[config.mk]
export PLATFORM = sky130hd
export DESIGN_NAME = spt_top
export DESIGN_NICKNAME = d
export VERILOG_FILES = /design/src/spt_top.v
export VERILOG_INCLUDE_DIRS = /design/src /design/src/src
export SDC_FILE = /design/constraint.sdc
export NUM_CORES = 1
export LEC_CHECK = 0
export ABC_AREA = 0
export ABC_CLOCK_PERIOD_IN_PS = 1900
export BUFFER_PORTS_ARGS = -buffer_cell sky130_fd_sc_hd__buf_4
export CORE_UTILIZATION = 45
export DETAILED_ROUTE_END_ITERATION = 16
export PLACE_DENSITY = 0.67
export SYNTH_ARGS = -nofsm -noshare
export SYNTH_HDL_FRONTEND = slang
export SYNTH_SLANG_ARGS = --single-unit
[constraint.sdc]
create_clock -name pclk -period 1.9 [get_ports pclk]
set_input_delay 0.38 -clock pclk [delete_from_list [all_inputs] [get_ports pclk]]
set_output_delay 0.38 -clock pclk [all_outputs]
set_load 0.05 [all_outputs]
[src/spt_map.vh]
// Register offsets, field positions, reset values and timing counts of the serial port.
`ifndef SPT_MAP_VH
`define SPT_MAP_VH

// ****************************************************************
// Register byte offsets
// ****************************************************************
`define SPT_OFS_CTRL      8'h00
`define SPT_OFS_PEND      8'h04
`define SPT_OFS_DATA      8'h08
`define SPT_OFS_DIV_HIGH  8'h0C
`define SPT_OFS_DIV_LOW   8'h10

// ****************************************************************
// Control register fields
// ****************************************************************
`define SPT_CTRL_MODE_HI  7
`define SPT_CTRL_MODE_LO  6
`define SPT_CTRL_MPE      5
`define SPT_CTRL_RE       4
`define SPT_CTRL_TX9      3
`define SPT_CTRL_RX9      2
`define SPT_CTRL_RIE      1
`define SPT_CTRL_TIE      0
`define SPT_MODE_SYNC     2'h0
`define SPT_MODE_ASYNC8   2'h1

// ****************************************************************
// Pending register fields
// ****************************************************************
`define SPT_PEND_TX       0
`define SPT_PEND_RX       1
`define SPT_PEND_PERR     2
`define SPT_PEND_OVR      3
`define SPT_PEND_PEN      5

// ****************************************************************
// Reset values
// ****************************************************************
`define SPT_RST_CTRL      8'h00
`define SPT_RST_DIV       8'h00

// ****************************************************************
// Timing counts
// ****************************************************************
`define SPT_OVERSAMPLE    4'hF
`define SPT_MID_TICK      4'h7
`define SPT_BITS_SYNC     4'h8
`define SPT_BITS_ASYNC8   4'hA
`define SPT_BITS_ASYNC9   4'hB

`endif

[src/spt_top.v]
// Three-mode serial port with an APB register slave.
//
// The APB slave port and the register addresses were chosen for this implementation.
`timescale 1ns/10ps
`include "spt_map.vh"

module spt_top #(
    parameter ADDR_W = 8
) (
    // APB clock and reset
    input  wire              pclk,
    input  wire              presetn,
    // APB slave
    input  wire              psel,
    input  wire              penable,
    input  wire              pwrite,
    input  wire [ADDR_W-1:0] paddr,
    input  wire [31:0]       pwdata,
    output wire [31:0]       prdata,
    output wire              pready,
    output wire              pslverr,
    // Serial pins
    input  wire              rxd_in,
    output wire              rxd_out,
    output wire              rxd_oe_n,
    output wire              txd_out,
    // Interrupt requests
    output wire              rx_irq,
    output wire              tx_irq
);

    localparam T_IDLE  = 2'b01;
    localparam T_RUN   = 2'b10;
    localparam R_IDLE  = 3'b001;
    localparam R_ASYNC = 3'b010;
    localparam R_SYNC  = 3'b100;

    // ****************************************************************
    // Declarations
    // ****************************************************************
    reg  [7:0]  ctrl_reg;
    reg         tx_pend_reg;
    reg         rx_pend_reg;
    reg         perr_reg;
    reg         ovr_reg;
    reg         pen_reg;
    reg  [7:0]  rxbuf_reg;
    reg  [7:0]  div_high_reg;
    reg  [7:0]  div_low_reg;
    reg  [31:0] prdata_reg;
    reg         pready_reg;
    reg         pslverr_reg;
    reg  [15:0] baud_cnt_reg;
    reg         tick_reg;
    reg  [1:0]  tx_state_reg;
    reg  [10:0] tx_shift_reg;
    reg  [3:0]  tx_bits_reg;
    reg  [3:0]  tx_sub_reg;
    reg         tx_set_reg;
    reg  [2:0]  rx_state_reg;
    reg  [3:0]  rx_sub_reg;
    reg  [3:0]  rx_idx_reg;
    reg  [7:0]  rx_data_reg;
    reg         rx_ninth_reg;
    reg         rx_stop_reg;
    reg         rx_done_reg;
    reg         txd_reg;
    reg         rxd_out_reg;
    reg         rxd_oe_n_reg;
    reg         rx_irq_reg;
    reg         tx_irq_reg;
    reg  [7:0]  rd_next;
    reg         hit_next;

    wire [1:0]  mode      = ctrl_reg[`SPT_CTRL_MODE_HI:`SPT_CTRL_MODE_LO];
    wire        mode_sync = (mode == `SPT_MODE_SYNC);
    wire        mode_a8   = (mode == `SPT_MODE_ASYNC8);
    wire        mode_a9   = mode[1];
    wire        rx_en     = ctrl_reg[`SPT_CTRL_RE];
    wire        mpe       = ctrl_reg[`SPT_CTRL_MPE];
    wire [15:0] divisor   = {div_high_reg, div_low_reg};
    wire        setup     = psel & ~penable;
    wire        wr_en     = psel & penable & pready_reg & pwrite & ~pslverr_reg;
    wire [7:0]  ofs       = paddr[7:0];
    wire        tx_start  = wr_en & (ofs == `SPT_OFS_DATA);
    wire        tx_ninth  = pen_reg ? (^pwdata[7:0] ^ ctrl_reg[`SPT_CTRL_TX9])
                                    : ctrl_reg[`SPT_CTRL_TX9];
    // Frames that fail the multiprocessor filter store data but raise no flag.
    wire        rx_filt   = mpe & ((mode_a8 & ~rx_stop_reg)
                                 | (mode_a9 & ~pen_reg & ~rx_ninth_reg));
    wire        rx_set    = rx_done_reg & ~rx_filt;
    wire        sync_tx   = (tx_state_reg == T_RUN) & mode_sync;

    // ****************************************************************
    // APB slave: answers in the first access cycle
    // ****************************************************************
    always @* begin
        hit_next = 1'b1;
        rd_next  = 8'h00;
        case (ofs)
            `SPT_OFS_CTRL:     rd_next = ctrl_reg;
            `SPT_OFS_PEND:     rd_next = {2'b00, pen_reg, 1'b0, ovr_reg, perr_reg,
                                          rx_pend_reg, tx_pend_reg};
            `SPT_OFS_DATA:     rd_next = rxbuf_reg;
            `SPT_OFS_DIV_HIGH: rd_next = div_high_reg;
            `SPT_OFS_DIV_LOW:  rd_next = div_low_reg;
            default:           hit_next = 1'b0;
        endcase
    end

    always @(posedge pclk or negedge presetn) begin
        if (!presetn) begin
            prdata_reg  <= 32'h00000000;
            pready_reg  <= 1'b0;
            pslverr_reg <= 1'b0;
        end else begin
            pready_reg  <= setup;
            pslverr_reg <= setup & ~hit_next;
            if (setup) begin
                prdata_reg <= {24'h000000, rd_next};
            end
        end
    end

    // ****************************************************************
    // Register file; hardware set wins over a software clear
    // ****************************************************************
    always @(posedge pclk or negedge presetn) begin
        if (!presetn) begin
            ctrl_reg     <= `SPT_RST_CTRL;
            tx_pend_reg  <= 1'b0;
            rx_pend_reg  <= 1'b0;
            perr_reg     <= 1'b0;
            ovr_reg      <= 1'b0;
            pen_reg      <= 1'b0;
            rxbuf_reg    <= 8'h00;
            div_high_reg <= `SPT_RST_DIV;
            div_low_reg  <= `SPT_RST_DIV;
        end else begin
            if (wr_en) begin
                case (ofs)
                    `SPT_OFS_CTRL: ctrl_reg <= pwdata[7:0];
                    `SPT_OFS_PEND: begin
                        tx_pend_reg <= pwdata[`SPT_PEND_TX];
                        rx_pend_reg <= pwdata[`SPT_PEND_RX];
                        perr_reg    <= pwdata[`SPT_PEND_PERR];
                        ovr_reg     <= pwdata[`SPT_PEND_OVR];
                        pen_reg     <= pwdata[`SPT_PEND_PEN];
                    end
                    `SPT_OFS_DIV_HIGH: div_high_reg <= pwdata[7:0];
                    `SPT_OFS_DIV_LOW:  div_low_reg  <= pwdata[7:0];
                    default: ;
                endcase
            end
            if (tx_set_reg) begin
                tx_pend_reg <= 1'b1;
            end
            if (rx_done_reg) begin
                rxbuf_reg <= rx_data_reg;
                if (mode_a8) begin
                    ctrl_reg[`SPT_CTRL_RX9] <= rx_stop_reg;
                end else if (mode_a9 & ~pen_reg) begin
                    ctrl_reg[`SPT_CTRL_RX9] <= rx_ninth_reg;
                end else if (mode_a9) begin
                    // Ninth bit must match data parity of the selected type.
                    perr_reg <= rx_ninth_reg ^ (^rx_data_reg)
                              ^ ctrl_reg[`SPT_CTRL_RX9];
                end
            end
            if (rx_set) begin
                rx_pend_reg <= 1'b1;
                if (rx_pend_reg) begin
                    ovr_reg <= 1'b1;
                end
            end
        end
    end

    // ****************************************************************
    // Baud tick: one pulse every divisor plus one clocks
    // ****************************************************************
    always @(posedge pclk or negedge presetn) begin
        if (!presetn) begin
            baud_cnt_reg <= 16'h0000;
            tick_reg     <= 1'b0;
        end else begin
            if (baud_cnt_reg >= divisor) begin
                baud_cnt_reg <= 16'h0000;
                tick_reg     <= 1'b1;
            end else begin
                baud_cnt_reg <= baud_cnt_reg + 16'h0001;
                tick_reg     <= 1'b0;
            end
        end
    end

    // ****************************************************************
    // Transmitter
    // ****************************************************************
    always @(posedge pclk or negedge presetn) begin
        if (!presetn) begin
            tx_state_reg <= T_IDLE;
            tx_shift_reg <= 11'h7FF;
            tx_bits_reg  <= 4'h0;
            tx_sub_reg   <= 4'h0;
            tx_set_reg   <= 1'b0;
        end else begin
            tx_set_reg <= 1'b0;
            if (tx_start) begin
                tx_state_reg <= T_RUN;
                tx_sub_reg   <= 4'h0;
                if (mode_sync) begin
                    tx_shift_reg <= {3'h7, pwdata[7:0]};
                    tx_bits_reg  <= `SPT_BITS_SYNC;
                end else if (mode_a9) begin
                    tx_shift_reg <= {1'b1, tx_ninth, pwdata[7:0], 1'b0};
                    tx_bits_reg  <= `SPT_BITS_ASYNC9;
                end else begin
                    tx_shift_reg <= {2'h3, pwdata[7:0], 1'b0};
                    tx_bits_reg  <= `SPT_BITS_ASYNC8;
                end
            end else begin
                case (tx_state_reg)
                    T_IDLE: tx_sub_reg <= 4'h0;
                    T_RUN: begin
                        if (tick_reg) begin
                            tx_sub_reg <= tx_sub_reg + 4'h1;
                            if (tx_sub_reg == `SPT_OVERSAMPLE) begin
                                tx_shift_reg <= {1'b1, tx_shift_reg[10:1]};
                                tx_bits_reg  <= tx_bits_reg - 4'h1;
                                if (tx_bits_reg == 4'h2 && !mode_sync) begin
                                    tx_set_reg <= 1'b1;
                                end
                                if (tx_bits_reg == 4'h1) begin
                                    tx_state_reg <= T_IDLE;
                                    tx_set_reg   <= mode_sync;
                                end
                            end
                        end
                    end
                    default: tx_state_reg <= T_IDLE;
                endcase
            end
        end
    end

    // ****************************************************************
    // Receiver
    // ****************************************************************
    always @(posedge pclk or negedge presetn) begin
        if (!presetn) begin
            rx_state_reg <= R_IDLE;
            rx_sub_reg   <= 4'h0;
            rx_idx_reg   <= 4'h0;
            rx_data_reg  <= 8'h00;
            rx_ninth_reg <= 1'b0;
            rx_stop_reg  <= 1'b0;
            rx_done_reg  <= 1'b0;
        end else begin
            rx_done_reg <= 1'b0;
            case (rx_state_reg)
                R_IDLE: begin
                    rx_sub_reg <= 4'h0;
                    rx_idx_reg <= 4'h0;
                    if (rx_en) begin
                        if (mode_sync) begin
                            // A finished byte raises its flag one clock late; do not restart.
                            if (!rx_pend_reg && !rx_done_reg
                                && tx_state_reg == T_IDLE && !tx_start) begin
                                rx_state_reg <= R_SYNC;
                            end
                        end else if (!rxd_in) begin
                            rx_state_reg <= R_ASYNC;
                        end
                    end
                end
                R_ASYNC: begin
                    if (!rx_en || mode_sync) begin
                        rx_state_reg <= R_IDLE;
                    end else if (tick_reg) begin
                        rx_sub_reg <= rx_sub_reg + 4'h1;
                        if (rx_sub_reg == `SPT_MID_TICK) begin
                            if (rx_idx_reg == 4'h0) begin
                                // A start bit that is gone by mid-bit was a glitch.
                                if (rxd_in) begin
                                    rx_state_reg <= R_IDLE;
                                end
                            end else if (rx_idx_reg <= 4'h8) begin
                                rx_data_reg <= {rxd_in, rx_data_reg[7:1]};
                            end else if (rx_idx_reg == 4'h9 && mode_a9) begin
                                rx_ninth_reg <= rxd_in;
                            end else begin
                                rx_stop_reg  <= rxd_in;
                                rx_done_reg  <= 1'b1;
                                rx_state_reg <= R_IDLE;
                            end
                        end
                        if (rx_sub_reg == `SPT_OVERSAMPLE) begin
                            rx_idx_reg <= rx_idx_reg + 4'h1;
                        end
                    end
                end
                R_SYNC: begin
                    if (tick_reg) begin
                        rx_sub_reg <= rx_sub_reg + 4'h1;
                        if (rx_sub_reg == `SPT_MID_TICK) begin
                            rx_data_reg <= {rxd_in, rx_data_reg[7:1]};
                        end
                        if (rx_sub_reg == `SPT_OVERSAMPLE) begin
                            rx_idx_reg <= rx_idx_reg + 4'h1;
                            if (rx_idx_reg == `SPT_BITS_SYNC - 4'h1) begin
                                rx_done_reg  <= 1'b1;
                                rx_state_reg <= R_IDLE;
                            end
                        end
                    end
                end
                default: rx_state_reg <= R_IDLE;
            endcase
        end
    end

    // ****************************************************************
    // Pin and request outputs
    // ****************************************************************
    always @(posedge pclk or negedge presetn) begin
        if (!presetn) begin
            txd_reg      <= 1'b1;
            rxd_out_reg  <= 1'b1;
            rxd_oe_n_reg <= 1'b1;
            rx_irq_reg   <= 1'b0;
            tx_irq_reg   <= 1'b0;
        end else begin
            // Shift clock is low for the first half of each bit, high otherwise.
            if (sync_tx) begin
                txd_reg <= tx_sub_reg[3];
            end else if (rx_state_reg == R_SYNC) begin
                txd_reg <= rx_sub_reg[3];
            end else if (tx_state_reg == T_RUN && !mode_sync) begin
                txd_reg <= tx_shift_reg[0];
            end else begin
                txd_reg <= 1'b1;
            end
            rxd_out_reg  <= tx_shift_reg[0];
            rxd_oe_n_reg <= ~sync_tx;
            rx_irq_reg   <= rx_pend_reg & ctrl_reg[`SPT_CTRL_RIE];
            tx_irq_reg   <= tx_pend_reg & ctrl_reg[`SPT_CTRL_TIE];
        end
    end

    assign prdata   = prdata_reg;
    assign pready   = pready_reg;
    assign pslverr  = pslverr_reg;
    assign txd_out  = txd_reg;
    assign rxd_out  = rxd_out_reg;
    assign rxd_oe_n = rxd_oe_n_reg;
    assign rx_irq   = rx_irq_reg;
    assign tx_irq   = tx_irq_reg;

endmodule

==> reports/results.ini <==
[sta]
post-route-period-util_pct = 96.8
timing.final.ws_setup_ns = 0.0599
setup_viol = 0
layout_min_cycle_time_ns = 1.84
clock_skew_ns = 0.00763
fmax_mhz = 543
slew_violations = 0
finalHoldViolCount = 0

[worst_setup_path]
worst_setup_path_end_kind = flop
critPathKind = flop to flop
cp_max_fo = 8
critical_path_required_ns = 2.18
reg2reg_setup_slack_ns = 0.06
crit_arrival_ns = 2.12
start_kind = flop

[final_layout]
antenna-diode-count = 0
drive_gt1_share_pct = 26.8
fin_util_pct = 54.1
multiInputGateArea_um2 = 3120
fillCellCount = 1165
seqCellArea_um2 = 2820
final_nets = 727
largest_register_ffs = 16
area_growth_pct = 16.4

[placed_design]
place.gp.congestion = 0.823
hpwl_mm = 9.92
port_buffers = 36
pre_cts_ws_ns = -0.106

[global_routing]
track_usage_pct = 20.2
grt_pass1_vias = 4407
grt_overflow = 0
antenna_found_initial = 0
grt_pass1_wl_mm = 22.4
grt_max_degree = 35

[logic_synthesis]
yosys.area.top_type_share_pct = 39.1
ys_seq_elements = 112
synthArstFlopShare_pct = 100
synth_cell_types = 64
ys_warn_count = 0
synth_edf_count = 0
syn_area_per_cell_um2 = 10.4
synth-seq-area-share_pct = 45.5
synthesis.area_um2 = 6200
synthCells = 594
synth_area_leaders = dfrtp_1 39%, mux2_2 7.4%, dfstp_2 6.4%
yosysTopAreaCell = dfrtp_1
synthFlopType = dfrtp_1

[floorplanning]
dieArea_um2 = 14300
fp.dieW_um = 119
rows = 42
io_pins = 85
core_area_um2 = 13300
die_h_um = 119
initial_utilization_pct = 46.5

[min_path]
hold_class = input pin to flop

[detailed_routing]
wl_met2_mm = 6.55
drc = 0
ant_nets = 0
vias = 4525
route.layer.met1.wl_mm = 6.35
routed_wl_mm = 13.8
post_drt_wl_per_cell_um = 16.5
drtIter0Drc = 218
top_layer_used = met4
drt_pass1_iterations = 4
vias_per_cell = 5.41
met3_length_um = 487

[cts]
cts_sinks = 112
clockBufferDepth = 2
clk_latency_ns = 0.35
numCtsBuffers = 9
cts_max_level = 3
cts-root-buf = clkbuf_16
cts_tree = built
cts.clk_slew.worst_paths_ns = 0.07

[pwr]
p_comb_share_pct = 11.6
p_clk_share_pct = 38.0
p_leak_nw = 3.30
swShare_pct = 25.2
p_per_area_nw_per_um2 = 683
seqPwrFrac_pct = 50.4
switchingPower_w = 0.00124
peakVddDrop_v = 0.000512
p_int_w = 0.00369

[status]
outcome = finished, final reports clean

[run]
cap_violations = 0

metrics by stage:
| stage | power [W] | TNS [ns] | hold WS, ns | cell area [µm²] | instances |
|---|---|---|---|---|---|
| 3_5_place_dp | 0.00310 | -1.13 | 0.378 | 6780 | 813 |
| 4_1_cts | 0.00498 | 0 | 0.281 | 7090 | 831 |
| 6_report | 0.00493 | 0 | 0.293 | 7220 | 837 |
| 3_3_place_gp | 0.00308 | -0.513 | 0.370 | 6780 | 813 |
| 2_1_floorplan | 0.00294 | 0 | 0.0844 | 6290 | 617 |
| 5_1_grt | 0.00512 | -0.128 | 0.288 | 7220 | 837 |
cells in the mapped netlist (2+ instances only):
| cell type | count |
|---|---|
| xnor2_1 | 21 |
| buf_6 | 2 |
| clkbuf_1 | 7 |
| ha_1 | 25 |
| buf_2 | 10 |
| a22o_1 | 4 |
| mux2_2 | 41 |
| a31oi_1 | 4 |
| a21oi_1 | 27 |
| nor2b_1 | 13 |
| dfstp_2 | 15 |
| nand2_2 | 3 |
| buf_4 | 26 |
| nand3_1 | 18 |
| a21o_1 | 5 |
| nor2_1 | 44 |
| nand4_1 | 14 |
| mux2i_1 | 25 |
| nand2b_1 | 6 |
| xor2_1 | 15 |
| nand4b_1 | 2 |
| and3_1 | 4 |
| mux4_2 | 2 |
| a211oi_1 | 11 |
| o22ai_1 | 3 |
| nor3b_1 | 5 |
| o31ai_1 | 5 |
| inv_1 | 31 |
| nor4_4 | 2 |
| o21ai_0 | 33 |
| a32oi_1 | 2 |
| nand2_1 | 34 |
| o21a_1 | 2 |
| nor3_1 | 4 |
| o211ai_1 | 2 |
| and2_1 | 3 |
| dfrtp_1 | 97 |
critical path: stages (launching register included):
cell	delay [ns]
dfrtp_1	0.41
inv_1	0.08
ha_1	0.32
a21o_1	0.20
a211oi_2	0.18
o21a_1	0.19
nand2_2	0.10
clkbuf_16	0.19
nor2_1	0.10
worst paths after layout:
path,endpoint,cells after the start,from
max in group asynchronous,baud_cnt_reg[8]$_DFF_PN0_,3,presetn
max reg2reg,baud_cnt_reg[5]$_DFF_PN0_,8,div_high_reg[2]$_DFFE_PN0P_
max,baud_cnt_reg[5]$_DFF_PN0_,8,div_high_reg[2]$_DFFE_PN0P_
min reg2reg,rxd_out$_DFF_PN1_,0,tx_shift_reg[0]$_DFFE_PN1P_
min,rx_ninth_reg$_DFFE_PN0P_,2,rxd_in
min in group asynchronous,tx_sub_reg[0]$_DFFE_PN0P_,2,presetn
final cells by class:
cell class              count  share of cell area (%)
flip-flops and latches    112                    39.1
clock buffers              13                    3.33
well taps                 176                    3.05
clock inverters             3                   0.624
repair buffers             74                    9.06
inverters                  32                    1.66
multi-input cells         427                    43.2
cell families after synthesis:
kind of cell	Yosys count	share of synthesized area (%)
and+or+nand+nor	169	14.9
DFF	112	45.5
AOI/OAI and AO/OA	105	10.5
buffers and inverters	78	6.74
muxes	68	12.2
xor gates and xnor gates	36	5.08
adders and majority gates	25	5.04
other	1	0.0605
cells in the final DEF (no fill, tap or decap), types with 14 or more instances in the layout:
master,netlist,final
inv_1,31,29
ha_1,25,22
conb_1,1,24
xor2_1,15,15
nand2_1,34,33
buf_4,26,65
a21oi_1,27,26
nor2_1,44,37
nand3_1,18,18
o21ai_0,33,31
mux2_2,41,41
nand4_1,14,14
xnor2_1,21,21
dfrtp_1,97,97
mux2i_1,25,25
dfstp_2,15,15
power groups by stage:
| stage | clock (W) | sequential (W) | combinational, W |
|---|---|---|---|
| after floorplan | 0 | 0.00253 | 0.000410 |
| after global placement | 0 | 0.00253 | 0.000553 |
| after detailed placement | 0 | 0.00253 | 0.000564 |
| after CTS | 0.00192 | 0.00249 | 0.000567 |
| after global routing | 0.00200 | 0.00250 | 0.000621 |
| final | 0.00187 | 0.00249 | 0.000573 |
per-layer routing:
layer	global-route usage, %	vias up
li1	-	2157
met1	27.4	2226
met2	31.9	116
met3	2.54	26
met4	10.4	0
met5	0	-
repair_timing:
action,4_1_cts,5_1_grt
hold endpoints to repair,14,0
setup endpoints to repair,9,27
pin swaps,0,9
gates resized for setup,0,23
setup buffers,1,5
hold buffers,1,0
cloned,0,1
No activity file was read; power rests on OpenSTA's default activity.
